## src/comparator_map.svh

```systemverilog
// Register offsets, field positions, reset values and codes of the comparator control block
`ifndef COMPARATOR_MAP_SVH
`define COMPARATOR_MAP_SVH
// ----------------------------------------------------------------
// Register byte addresses
// ----------------------------------------------------------------
`define ADDR_CONTROL_0      12'h000
`define ADDR_CONTROL_1      12'h004
`define ADDR_OUTPUT_MIRROR  12'h008
`define ADDR_IRQ_FLAG       12'h00c
`define ADDR_IRQ_ENABLE     12'h010
// ----------------------------------------------------------------
// Field positions and reset values
// ----------------------------------------------------------------
`define C0_ENABLE_BIT       7
`define C0_RESULT_BIT       6
`define C0_INVERT_BIT       4
`define C0_SPEED_BIT        2
`define C0_HYST_BIT         1
`define C0_SYNC_BIT         0
`define C0_WRITE_MASK       8'h97
`define C0_RESET            8'h04
`define C1_RISE_BIT         7
`define C1_FALL_BIT         6
`define C1_POS_MSB          5
`define C1_POS_LSB          3
`define C1_NEG_MSB          2
`define C1_NEG_LSB          0
`define C1_RESET            8'h00
// ----------------------------------------------------------------
// Input select codes
// ----------------------------------------------------------------
`define SEL_GROUND          3'h7
`define SEL_FIXED_REF       3'h6
`define SEL_DAC             3'h5
`define SEL_PIN0            3'h0
`define NEG_PIN_COUNT       4
`endif

```

## src/comparator_pkg.sv

```systemverilog
// Types shared by the comparator control block
package comparator_pkg;
    `include "comparator_map.svh"
    typedef logic [7:0] reg8_t;
    typedef logic [2:0] input_select_t;
endpackage

```

## src/comparator_digital_control.sv

```systemverilog
// Digital control, status, edge flag and APB registers of one analog comparator
//
// Function
// Sync bit set: capture result on each timer source clock falling edge.
// Sync bit clear: result passes to timer gate and pin unclocked.
// Rising edge enable set: flag on each low-to-high status transition.
// Falling edge enable set: flag on each high-to-low status transition.
// Only software clears the flag; an edge during clearing wins.
// Disabled comparator still flags edges from polarity or enable toggles.
// Interrupt forwarded only with enable and all three interrupt enables set.
// Status bit reads 1 for positive above negative, uninverted.
// Polarity bit inverts result before status and all outputs.
// Enable clear powers comparator down and disables all inputs.
// Software keeps speed/power bit at 1; it resets to 1.
// Hysteresis bit turns input hysteresis on or off.
// Positive select: 111 ground, 110 reference, 101 converter, 000 pin.
// Negative select: 111 ground, 110 reference, 011..000 pins 3..0.
// Synchronized path stops in sleep when timer uses system clocks.
// Flag wakes device from sleep when interrupt enable is set.
// Active output with shutdown enable suspends the waveform unit.
// Internal output registered once per instruction cycle.
// Shared mirror register: bit 0 this result, bit 1 second comparator.
// Edges found by comparing registered status with previous sample.

module comparator_digital_control
    import comparator_pkg::*;
(
    // Clock and reset
    input  wire logic        pclk,
    input  wire logic        presetn,
    // APB slave
    input  wire logic        psel,
    input  wire logic        penable,
    input  wire logic        pwrite,
    input  wire logic [11:0] paddr,
    input  wire logic [31:0] pwdata,
    output logic      [31:0] prdata,
    output logic             pready,
    output logic             pslverr,
    // Analog front end
    input  wire logic        analog_compare,
    output logic             comparator_power_on,
    output logic             hysteresis_on,
    output logic             speed_power_select,
    output logic             pos_ground_sel,
    output logic             pos_fixed_reference_sel,
    output logic             pos_dac_sel,
    output logic             pos_pin0_sel,
    output logic             neg_ground_sel,
    output logic             neg_fixed_reference_sel,
    output logic       [3:0] neg_pin_sel,
    // Timer and system
    input  wire logic        timer_src_clk,
    input  wire logic        timer_clk_is_system,
    input  wire logic        sleep_active,
    input  wire logic        instr_cycle_tick,
    input  wire logic        other_result_bit,
    // Interrupt controller
    input  wire logic        peripheral_irq_enable,
    input  wire logic        global_irq_enable,
    output logic             irq_out,
    output logic             wake_out,
    // Timer gate, pin and waveform unit
    output logic             timer_gate_out,
    output logic             pin_out,
    input  wire logic        shutdown_source_enable,
    output logic             shutdown_out
);

    `include "comparator_map.svh"

    // ------------------------------------------------------------
    // Register state
    // ------------------------------------------------------------
    reg8_t  control_0_reg;
    reg8_t  control_1_reg;
    logic   comparator_irq_flag_reg;
    logic   comparator_irq_enable_reg;
    logic   result_reg;
    logic   result_prev_reg;
    logic   sync_reg;
    logic   timer_clk_prev_reg;

    logic   wr_en;
    logic   rd_en;
    logic   addr_ok;
    logic   comparator_enable;
    logic   output_invert;
    logic   output_sync_enable;
    logic   rising_edge_irq_enable;
    logic   falling_edge_irq_enable;
    logic   pol_out;
    logic   rise_seen;
    logic   fall_seen;
    logic   edge_set;
    logic   flag_clear;
    logic   timer_fall;
    logic   sync_stopped;
    logic   drive_out;
    input_select_t positive_input_select;
    input_select_t negative_input_select;

    assign comparator_enable       = control_0_reg[`C0_ENABLE_BIT];
    assign output_invert           = control_0_reg[`C0_INVERT_BIT];
    assign output_sync_enable      = control_0_reg[`C0_SYNC_BIT];
    assign rising_edge_irq_enable  = control_1_reg[`C1_RISE_BIT];
    assign falling_edge_irq_enable = control_1_reg[`C1_FALL_BIT];
    assign positive_input_select   = control_1_reg[`C1_POS_MSB:`C1_POS_LSB];
    assign negative_input_select   = control_1_reg[`C1_NEG_MSB:`C1_NEG_LSB];

    // ------------------------------------------------------------
    // APB decode
    // ------------------------------------------------------------
    // Zero wait states: every access completes in its first access cycle
    assign pready = 1'b1;
    assign wr_en  = psel && penable && pwrite;
    assign rd_en  = psel && penable && !pwrite;

    always_comb begin
        case (paddr)
            `ADDR_CONTROL_0,
            `ADDR_CONTROL_1,
            `ADDR_OUTPUT_MIRROR,
            `ADDR_IRQ_FLAG,
            `ADDR_IRQ_ENABLE: addr_ok = 1'b1;
            default:          addr_ok = 1'b0;
        endcase
    end

    assign pslverr = psel && penable && !addr_ok;

    always_comb begin
        prdata = 32'h0000_0000;
        case (paddr)
            `ADDR_CONTROL_0: begin
                prdata[7:0] = control_0_reg;
                // status bit view
                prdata[`C0_RESULT_BIT] = result_reg;
            end
            `ADDR_CONTROL_1:     prdata[7:0] = control_1_reg;
            // shared mirror bits
            `ADDR_OUTPUT_MIRROR: prdata[1:0] = {other_result_bit, result_reg};
            `ADDR_IRQ_FLAG:      prdata[0]   = comparator_irq_flag_reg;
            `ADDR_IRQ_ENABLE:    prdata[0]   = comparator_irq_enable_reg;
            default:             prdata      = 32'h0000_0000;
        endcase
    end

    // ------------------------------------------------------------
    // Control registers
    // ------------------------------------------------------------
    // speed bit resets high
    always_ff @(posedge pclk or negedge presetn) begin
        if (!presetn) begin
            control_0_reg <= `C0_RESET;
        end else if (wr_en && paddr == `ADDR_CONTROL_0) begin
            control_0_reg <= pwdata[7:0] & `C0_WRITE_MASK;
        end
    end

    always_ff @(posedge pclk or negedge presetn) begin
        if (!presetn) begin
            control_1_reg <= `C1_RESET;
        end else if (wr_en && paddr == `ADDR_CONTROL_1) begin
            control_1_reg <= pwdata[7:0];
        end
    end

    always_ff @(posedge pclk or negedge presetn) begin
        if (!presetn) begin
            comparator_irq_enable_reg <= 1'b0;
        end else if (wr_en && paddr == `ADDR_IRQ_ENABLE) begin
            comparator_irq_enable_reg <= pwdata[0];
        end
    end

    // ------------------------------------------------------------
    // Analog control outputs
    // ------------------------------------------------------------
    // power and input gating
    assign comparator_power_on = comparator_enable;
    // hysteresis control
    assign hysteresis_on       = control_0_reg[`C0_HYST_BIT];
    // Reserved value 0 is passed on as written; software must avoid it
    assign speed_power_select  = control_0_reg[`C0_SPEED_BIT];

    // positive input decode
    assign pos_ground_sel          = comparator_enable && positive_input_select == `SEL_GROUND;
    assign pos_fixed_reference_sel = comparator_enable
                                     && positive_input_select == `SEL_FIXED_REF;
    assign pos_dac_sel             = comparator_enable && positive_input_select == `SEL_DAC;
    assign pos_pin0_sel            = comparator_enable && positive_input_select == `SEL_PIN0;

    // negative input decode
    assign neg_ground_sel          = comparator_enable && negative_input_select == `SEL_GROUND;
    assign neg_fixed_reference_sel = comparator_enable
                                     && negative_input_select == `SEL_FIXED_REF;
    genvar gi;
    generate
        for (gi = 0; gi < `NEG_PIN_COUNT; gi++) begin : g_neg_pin
            assign neg_pin_sel[gi] = comparator_enable
                                     && negative_input_select == input_select_t'(gi);
        end
    endgenerate

    // ------------------------------------------------------------
    // Output path
    // ------------------------------------------------------------
    // polarity; disabled core reads low so toggles still make edges
    assign pol_out = (comparator_enable && analog_compare) ^ output_invert;

    // status sampled per instruction cycle
    always_ff @(posedge pclk or negedge presetn) begin
        if (!presetn) begin
            result_reg <= 1'b0;
        end else if (instr_cycle_tick) begin
            result_reg <= pol_out;
        end
    end

    // Timer source clock is sampled as a data level, not used as a clock
    always_ff @(posedge pclk or negedge presetn) begin
        if (!presetn) begin
            timer_clk_prev_reg <= 1'b0;
        end else begin
            timer_clk_prev_reg <= timer_src_clk;
        end
    end

    assign timer_fall = timer_clk_prev_reg && !timer_src_clk;
    // system clocks halt in sleep
    assign sync_stopped = sleep_active && timer_clk_is_system;

    // capture on falling timer clock
    always_ff @(posedge pclk or negedge presetn) begin
        if (!presetn) begin
            sync_reg <= 1'b0;
        end else if (timer_fall && !sync_stopped) begin
            sync_reg <= pol_out;
        end
    end

    // unclocked path when sync is off
    assign drive_out      = output_sync_enable ? sync_reg : pol_out;
    assign timer_gate_out = drive_out;
    assign pin_out        = drive_out;
    // immediate shutdown request
    assign shutdown_out   = drive_out && shutdown_source_enable;

    // ------------------------------------------------------------
    // Edge detection and flag
    // ------------------------------------------------------------
    // compare with previous sample
    always_ff @(posedge pclk or negedge presetn) begin
        if (!presetn) begin
            result_prev_reg <= 1'b0;
        end else begin
            result_prev_reg <= result_reg;
        end
    end

    // rising edge
    assign rise_seen  = result_reg && !result_prev_reg;
    // falling edge
    assign fall_seen  = !result_reg && result_prev_reg;
    // no enable gating on edges
    assign edge_set   = (rise_seen && rising_edge_irq_enable)
                        || (fall_seen && falling_edge_irq_enable);
    assign flag_clear = wr_en && paddr == `ADDR_IRQ_FLAG && pwdata[0];

    // set wins over clear
    always_ff @(posedge pclk or negedge presetn) begin
        if (!presetn) begin
            comparator_irq_flag_reg <= 1'b0;
        end else if (edge_set) begin
            comparator_irq_flag_reg <= 1'b1;
        end else if (flag_clear) begin
            comparator_irq_flag_reg <= 1'b0;
        end
    end

    // interrupt gating
    assign irq_out  = comparator_irq_flag_reg && comparator_enable
                      && comparator_irq_enable_reg && peripheral_irq_enable
                      && global_irq_enable;
    // wake request
    assign wake_out = comparator_irq_flag_reg && comparator_irq_enable_reg;

    // ------------------------------------------------------------
    // Assertions
    // ------------------------------------------------------------
    property p_sync_capture;
        @(posedge pclk) disable iff (!presetn)
        (timer_fall && !sync_stopped) |=> (sync_reg == $past(pol_out));
    endproperty
    a_sync_capture: assert property (p_sync_capture)
        else $error("sync capture missed falling edge");
    property p_async_path;
        @(posedge pclk) disable iff (!presetn)
        !output_sync_enable |-> (pin_out == pol_out && timer_gate_out == pol_out);
    endproperty
    a_async_path: assert property (p_async_path)
        else $error("async output path differs from result");
    property p_rise_flag;
        @(posedge pclk) disable iff (!presetn)
        (rising_edge_irq_enable && result_reg && !result_prev_reg) |=> comparator_irq_flag_reg;
    endproperty
    a_rise_flag: assert property (p_rise_flag)
        else $error("rising edge did not set flag");
    property p_fall_flag;
        @(posedge pclk) disable iff (!presetn)
        (falling_edge_irq_enable && !result_reg && result_prev_reg) |=> comparator_irq_flag_reg;
    endproperty
    a_fall_flag: assert property (p_fall_flag)
        else $error("falling edge did not set flag");
    property p_flag_sticky;
        @(posedge pclk) disable iff (!presetn)
        (comparator_irq_flag_reg && !flag_clear) |=> comparator_irq_flag_reg;
    endproperty
    a_flag_sticky: assert property (p_flag_sticky)
        else $error("flag dropped without software clear");
    property p_no_edge_no_flag;
        @(posedge pclk) disable iff (!presetn)
        (!comparator_irq_flag_reg && !edge_set) |=> !comparator_irq_flag_reg;
    endproperty
    a_no_edge_no_flag: assert property (p_no_edge_no_flag)
        else $error("flag set without an enabled edge");
    property p_irq_gate;
        @(posedge pclk) disable iff (!presetn)
        irq_out |-> (comparator_irq_flag_reg && comparator_enable && comparator_irq_enable_reg
                     && peripheral_irq_enable && global_irq_enable);
    endproperty
    a_irq_gate: assert property (p_irq_gate)
        else $error("interrupt forwarded while gated");
    property p_status_polarity;
        @(posedge pclk) disable iff (!presetn)
        instr_cycle_tick |=> (result_reg == ($past(comparator_enable && analog_compare)
                                             ^ $past(output_invert)));
    endproperty
    a_status_polarity: assert property (p_status_polarity)
        else $error("status bit polarity wrong");
    property p_sleep_hold;
        @(posedge pclk) disable iff (!presetn)
        sync_stopped |=> $stable(sync_reg);
    endproperty
    a_sleep_hold: assert property (p_sleep_hold)
        else $error("sync path moved while stopped");
    property p_shutdown;
        @(posedge pclk) disable iff (!presetn)
        (shutdown_source_enable && drive_out) |-> shutdown_out;
    endproperty
    a_shutdown: assert property (p_shutdown)
        else $error("shutdown not requested");

    property p_inputs_off;
        @(posedge pclk) disable iff (!presetn)
        !comparator_enable |-> (!pos_pin0_sel && neg_pin_sel == 4'h0 && !pos_dac_sel);
    endproperty
    a_inputs_off: assert property (p_inputs_off)
        else $error("input selected while disabled");

    cover property (@(posedge pclk) disable iff (!presetn) edge_set && flag_clear);
    cover property (@(posedge pclk) disable iff (!presetn) irq_out);
    cover property (@(posedge pclk) disable iff (!presetn)
                    output_sync_enable && timer_fall ##1 pin_out);
    cover property (@(posedge pclk) disable iff (!presetn)
                    !comparator_enable && $changed(output_invert) ##[1:40] edge_set);

endmodule

```

## config.mk

```make
export PLATFORM = sky130hd
export DESIGN_NAME = comparator_digital_control
export DESIGN_NICKNAME = d
export VERILOG_FILES = /design/src/comparator_pkg.sv /design/src/comparator_digital_control.sv
export VERILOG_INCLUDE_DIRS = /design/src
export SDC_FILE = /design/constraint.sdc
export NUM_CORES = 1
export LEC_CHECK = 0
export ABC_AREA = 1
export BUFFER_PORTS_ARGS = -buffer_cell sky130_fd_sc_hd__buf_2
export CORE_MARGIN = 1
export CORE_UTILIZATION = 39
export CTS_CLUSTER_SIZE = 8
export DETAILED_ROUTE_END_ITERATION = 10
export PLACE_DENSITY = 0.9
export SLEW_MARGIN = 10
export SYNTH_ARGS = -nofsm -noshare
export SYNTH_HDL_FRONTEND = slang
export SYNTH_SLANG_ARGS = --single-unit
```

## constraint.sdc

```tcl
create_clock -name pclk -period 1.42 [get_ports pclk]
set_input_delay 0.284 -clock pclk [delete_from_list [all_inputs] [get_ports pclk]]
set_output_delay 0.284 -clock pclk [all_outputs]
set_load 0.01 [all_outputs]
```

Yosys cells after proc, flatten, opt, wreduce, memory -nomap -nowiden
Cells that the tools add are included.
Widths: inputs -> output; s select.
Operators by class
  add/sub/neg operators: 0
  $mul: 0
  divide/modulo/power cells: 0
  $lt $le $gt $ge: 0
  equality and inequality tests: 12
  shifts and indexed selects: 0
  multiplexer cells: 7
  bitwise gates (word level): 1
  reduce and logical (&&, ||, !) cells: 43
Operators by type and width (count)
  $logic_and 1x1->1: 32
  $eq 12x4->1 const B: 2
  $eq 3x3->1 const B: 5
  $eq 12x3->1 const B: 1
  $eq 12x5->1 const B: 1
  $logic_not 12->1: 1
  $pmux 6 s2: 1
  $eq 3x2->1 const B: 2
  $logic_not 3->1: 2
  $logic_not 1->1: 5
  $pmux 1 s5: 1
  $reduce_or 5->1: 1
  $mux 1: 4
  $eq 3x1->1 const B: 1
  $pmux 1 s3: 1
  $reduce_bool 2->1: 1
  $logic_or 1x1->1: 1
  $xor 1x1->1: 1
Storage, ports and cells
  register bits after elaboration: 19
  latch bits: 0
  memory bits (writable): 0
  memory bits (read-only): 0
  bits of input ports: 58
  output and inout bits: 52
  word-level logic and storage cells: 71
  memories kept: 0

Depth between registers and ports, before layout
Gate-level depths: netlist (run 1).
  word-level depth: 6
  gate-level depth with buffers: 8

Least setup slack after synthesis (run 1)
No wires, ideal clock.
  path kind: input port to output port
  start point: input paddr[11]
  end point: output prdata[7]
  arrival: 1102 ps
  required time: 1136 ps
  setup slack: 34 ps
  stages on the path: 6
  path buffers: 1
  cell sequence: nor2_1 > nand2_1 > nor2_2 > buf_6 > nand2_4 > o21ai_0
Between the ends
  cells in the longest elaborated chain, start to end: 2
Ends and longest elaborated chain
  start: declaration: RTL line comparator_digital_control.sv:35  | input wire logic [11:0] paddr,
  $eq 12x3->1 / $logic_not 12->1 (equally long branches): RTL line comparator_digital_control.sv:134  | case (paddr)
  $pmux 6 s2 (*): RTL line comparator_digital_control.sv:134
  end: declaration: RTL line comparator_digital_control.sv:37  | output logic [31:0] prdata,
Every way passes the cells marked *; elsewhere a longest branch is shown, timed or not.

Worst setup path in the final report (run 1)
  start point: register control_0_reg[7]
  end point: output pos_fixed_reference_sel
Between the ends
  cells in the longest elaborated chain, start to end: 1
Ends and longest elaborated chain
  start: declaration: RTL line comparator_digital_control.sv:75  | reg8_t control_0_reg;
  start signal: assignment: RTL line comparator_digital_control.sv:155  | control_0_reg <= `C0_RESET;
  start signal: assignment: RTL line comparator_digital_control.sv:157  | control_0_reg <= pwdata[7:0] & `C0_WRITE_MASK;
  $logic_and 1x1->1 (no source line)
  end: declaration: RTL line comparator_digital_control.sv:46  | output logic pos_fixed_reference_sel,
No other way between the ends.

==> results of run 1 <==
-- kinds of logic (layout without fill, tap and decap cells) --
| kind of cell | after synthesis | in the layout | synth area share |
|---|---|---|---|
| other | 2 | 25 | 0.005604 |
| buffers and inverters | 54 | 108 | 0.2353 |
| and+or+nand+nor | 85 | 85 | 0.2951 |
| DFF | 19 | 19 | 0.3557 |
| AOI/OAI and AO/OA | 23 | 23 | 0.09337 |
| xor gates and xnor gates | 1 | 1 | 0.006537 |
| muxes | 1 | 1 | 0.008403 |
-- where the power goes --
| group | switching, W | total, W | internal, W |
|---|---|---|---|
| Sequential | 0.00000841 | 0.000562 | 0.000553 |
| Clock | 0.000165 | 0.000274 | 0.000109 |
| Combinational | 0.000128 | 0.000219 | 0.0000916 |
-- per-layer routing --
layer	share of wire	vias to the layer above	GRT usage	wire, um
met4	0.0091	0	0.04545	34
met5	0	-	0	0
li1	-	687	-	-
met1	0.43	656	0.2198	1587
met3	0.062	4	0.05117	230
met2	0.50	65	0.3250	1874
-- cell usage in the layout (no fill, tap or decap), types with 2 or more instances in the layout --
cell type	n
buf_2	52
nand2_1	28
conb_1	25
inv_1	22
dfrtp_1	18
buf_6	14
nor2_1	13
buf_4	10
o21ai_0	9
nor2_4	7
nand3_1	7
nor2_2	5
a21oi_1	5
nand2_2	4
nand2_4	4
nand3_2	4
inv_2	3
nor3_2	3
nor3_1	3
o21ai_1	3
clkbuf_4	3
o22ai_2	2
-- path summary, 6_finish.rpt --
check                                          end  cells after the start  slack [ps]
max in group asynchronous         control_0_reg[2]                      2         620
setup / recovery           pos_fixed_reference_sel                      4        -280
hold / removal                  timer_clk_prev_reg                      1         100
min in group asynchronous         control_1_reg[6]                      2         460
setup reg to reg                          sync_reg                      4         250
hold reg to reg                    result_prev_reg                      0         500
-- critical path: stages, from the launching register on --
cell	delay (ps)
dfrtp_1	430
buf_6	150
clkinvlp_4	140
nor4_1	210
buf_2	190
-- cell type report --
type / count / area, um^2
Inverter: 26 / 101.3
Multi-Input combinational cell: 135 / 815.8
Sequential cell: 19 / 476.7
Tap cell: 44 / 55.05
Fill cell: 268 / 1155
Clock buffer: 4 / 26.28
Timing Repair Buffer: 78 / 523.0
-- timing repair --
action,CTS,global route
gates resized for setup,18,43
setup endpoints to repair,22,23
buffers inserted,0,6
endpoints found under the hold margin,18,0
pin swaps,4,15
hold buffers,1,0
-- metrics by stage --
step	instances	utilization	setup slack (ps)
6_report	306	0.6337	-280.2
5_1_grt	306	0.6337	-344.2
4_1_cts	300	0.5607	-215.9
3_5_place_dp	295	0.5262	-153.1
3_3_place_gp	295	0.5262	-137.8
2_1_floorplan	208	-	34.15
==> out/results.ini, run 1 <==
[outcome]
outcome=finished, violations left
violations=setup timing

[logic_synthesis]
synth_area_um2=1340
synth_top_cell_area_share=0.3361
yosysTopAreaCell=dfrtp_1
synth_area_leaders=dfrtp_1 34%, buf_4 15%, nand2_1 10%, inv_1 7.3%, nor2_1 6.4%
yosysSeqAreaShare=0.3557
synth_edf_count=0
synth-main-ff-cell=dfrtp_1
synth.avg_cell_area_um2=7.243
synthCells=185
yosysMostFrequentCell=nand2_1
synthArstFlopShare=1.000
synth-seq-cells=19
yosysUniqueCellTypes=27
synth.top_cells.by_count=36 x nand2_1, 26 x buf_4, 26 x inv_1
yosysWarnings=0

[critical_path]
cp-end-kind=primary output
crit_fanout=6
startpoint=control_0_reg[7]
worst-setup-path-type=flip-flop to primary output
rr_startpoint=control_0_reg[7]
cp.arrival_ps=1420
critPathLaunchType=flip-flop
cp.required_ps=1140

[flow_run]
max-cap-violations=0

[global_route]
overflow=0
grt_pass1_vias=1200
antenna_found_initial=0
track_usage=0.1834
grt_max_degree=20
grt_pass1_wl_mm=4.981

[placement]
io_buffers=60
hpwl_mm=2.524
post_dp_cell_area_um2=1659
gp_congestion=0.8246

[timing]
fin_tns_setup_ps=-3191
rsz0062_at_grt=true
setup_viol=22
fin_ws_ps=-280.2
hold_viol_final=0
finClkSkew_ps=3.887
hold_slack_ps=104.4
layout_min_cycle_time_ps=1700
finalCritPeriodShare=1.197
fmax_ghz=0.5882
maxSlewViolCount=0

[route]
ant_nets=0
viasPerCell=4.614
wl_mm=3.726
drtIter0Drc=41
vias=1412
wire_per_inst_um=12.18
dr.pass1.iters=4
drc=0

[floorplan]
fp.dieArea_um2=3674
core-area_um2=3153
fp.dieH_um=60.62
rows=20
initial_core_util=0.4250
ios=110
die_width_um=60.62

[pwr]
powerDensity_nw_per_um2=527.9
peakVddDrop_v=0.0005937
cellLeakagePower_nw=1.155
power_w=0.001055

[min_path]
hp-start=timer_src_clk
hp-class=input port to flip-flop

[clock_network]
cts_buffers=3
cts_max_level=1
clockBufferDepth=2
cts_tree=done
clk_latency_ps=290
clk_pin_slew_ps=110
cts_sinks=19
clockRootBuffer=clkbuf_4

[cells_and_area]
diodes=0
fin_area_um2=1998
largest_reg_flops=8
final_layout_size_suffix_gt1_frac=0.4618
nNetsFinal=321
area_growth_pct=49.11

(Power assumes the default switching activity.)
==> inputs of run 2 (changes only) <==
REMOVE_ABC_BUFFERS = 1   (was default)
==> out/results.ini, run 2 (same netlist as run 1, synthesis figures left out) <==
[global_route]
grt_pass1_vias=1267
grt_pass1_wl_mm=5.430
overflow=0
grt_max_degree=20
antenna_found_initial=0
track_usage=0.1998

[cells_and_area]
final_layout_size_suffix_gt1_frac=0.5150
final_cell_mix=51 x buf_2, 26 x nand2_1, 25 x conb_1, 18 x inv_1, 15 x buf_6
nNetsFinal=325
largest_reg_flops=8
fillers=275
multi_input_area_um2=868.3
diodes=0
fin_cells=310
regArea_um2=481.7
layout_commonest_cell=buf_2
area_growth_pct=56.96

[route]
vias=1400
dr.pass1.iters=6
drtIter0Drc=35
wire_per_inst_um=11.81
drc=0
viasPerCell=4.516
ant_nets=0
wl_mm=3.661

[timing]
hold_viol_final=0
finClkSkew_ps=9.085
rsz0062_at_grt=true
fmax_ghz=0.6051
fin_ws_ps=-232.5
setup_viol=21
hold_slack_ps=111.8
finalCritPeriodShare=1.164
layout_min_cycle_time_ps=1653
maxSlewViolCount=0

[floorplan]
die_width_um=60.62
fp.dieH_um=60.62
ios=110
core-area_um2=3153
fp.dieArea_um2=3674
rows=20
initial_core_util=0.4250

[clock_network]
cts_buffers=3
cts_max_level=1
cts_tree=done
clockRootBuffer=clkbuf_4
cts_sinks=19
clk_latency_ps=300
clk_pin_slew_ps=110
clockBufferDepth=2

[flow_run]
max-cap-violations=0

[critical_path]
startpoint=control_0_reg[7]
worstRegToRegCells=5
regToRegSetupSlack_ps=150
crit_buf_inv=5
cp_cell_sequence=buf_4, buf_8, buf_6, buf_4, buf_2
regToRegEndpoint=sync_reg
worst-setup-path-type=flip-flop to primary output
crit_fanout=4
crit_slowest_cell=dfrtp_1
rr_startpoint=control_0_reg[7]
cp.required_ps=1140
crit_family=buffers and inverters
cpPeakStageDelay_ps=420
cp_common_cell=buf_4
cp-end-kind=primary output
cp.arrival_ps=1370
critPathLaunchType=flip-flop

[min_path]
hp-start=timer_src_clk
hold_path_depth=1
hp-class=input port to flip-flop
min_to=timer_clk_prev_reg

[placement]
dp_slack_ps=-207.3
gp_congestion=0.7936
hpwl_mm=2.414
dp.cells=293
io_buffers=60

[pwr]
peakVddDrop_v=0.0004468
cellLeakagePower_nw=1.145
power_w=0.001064
powerDensity_nw_per_um2=505.8

[outcome]
outcome=finished, violations left
violations=setup timing

==> run 2: cell types whose count changed in the layout (fill, tap and decap cells not counted), moves of 3 or more <==
cell     before  now
dfrtp_1      18   14
dfrtp_2       0    4
inv_1        22   18
inv_2         3    7
buf_4        10   13
nand2_2       4    7
nor2_2        5    2
nor2_4        7   10
==> run 2: metal layers <==
layer	part of all wire	wire (um)	GRT usage
met1	0.40	1479	0.2288
met2	0.53	1934	0.3862
met3	0.060	221	0.02559
met4	0.0068	25	0.05519
met5	0	0	0
==> run 2: metrics by stage <==
stage,cell area (um^2),utilization,setup TNS (ps)
after global placement,1644,0.5214,-2123
after global routing,2103,0.6671,-4469
final,2103,0.6671,-2865
after CTS,1888,0.5988,-1686
after detailed placement,1644,0.5214,-2760
after floorplan,1209,-,-407.8
==> run 2: report_power, final <==
group	total [W]	internal, W	leakage (nW)	switching (W)
Clock	0.000277	0.000109	0.0150	0.000167
Sequential	0.000562	0.000554	0.198	0.00000871
Combinational	0.000225	0.0000955	0.932	0.000129
Total	0.00106	0.000758	1.15	0.000305
==> run 2: timing repair <==
action | CTS | global route
setup endpoints to repair | 22 | 24
pin swaps | 15 | 22
hold endpoints to repair | 18 | 0
gates resized for setup | 43 | 43
setup buffers | 6 | 7
hold buffers | 1 | 0
==> run 2: worst max-delay path by stage <==
stage	endpoint	cells past startpoint	slack (ps)
6_report	comparator_power_on	5	-230
3_5_place_dp	prdata[1]	8	-210
4_1_cts	shutdown_out	5	-180
5_1_grt	shutdown_out	5	-300
2_1_floorplan	prdata[7]	5	-80
3_3_place_gp	prdata[0]	10	-180
==> run 2: area by class of cell <==
class                      count  area share
tap                           44     0.02617
timing repair buffer          82      0.2695
sequential                    19      0.2290
clock buffer                   4     0.01249
inverter                      26     0.04997
multi-input combinational    135      0.4128
==> run 2: worst register-to-register path, cell delays in order (launching register included) <==
cell	delay (ps)
dfrtp_1	400
nand2_2	70
xor2_2	180
buf_4	130
buf_4	120
mux2_2	250
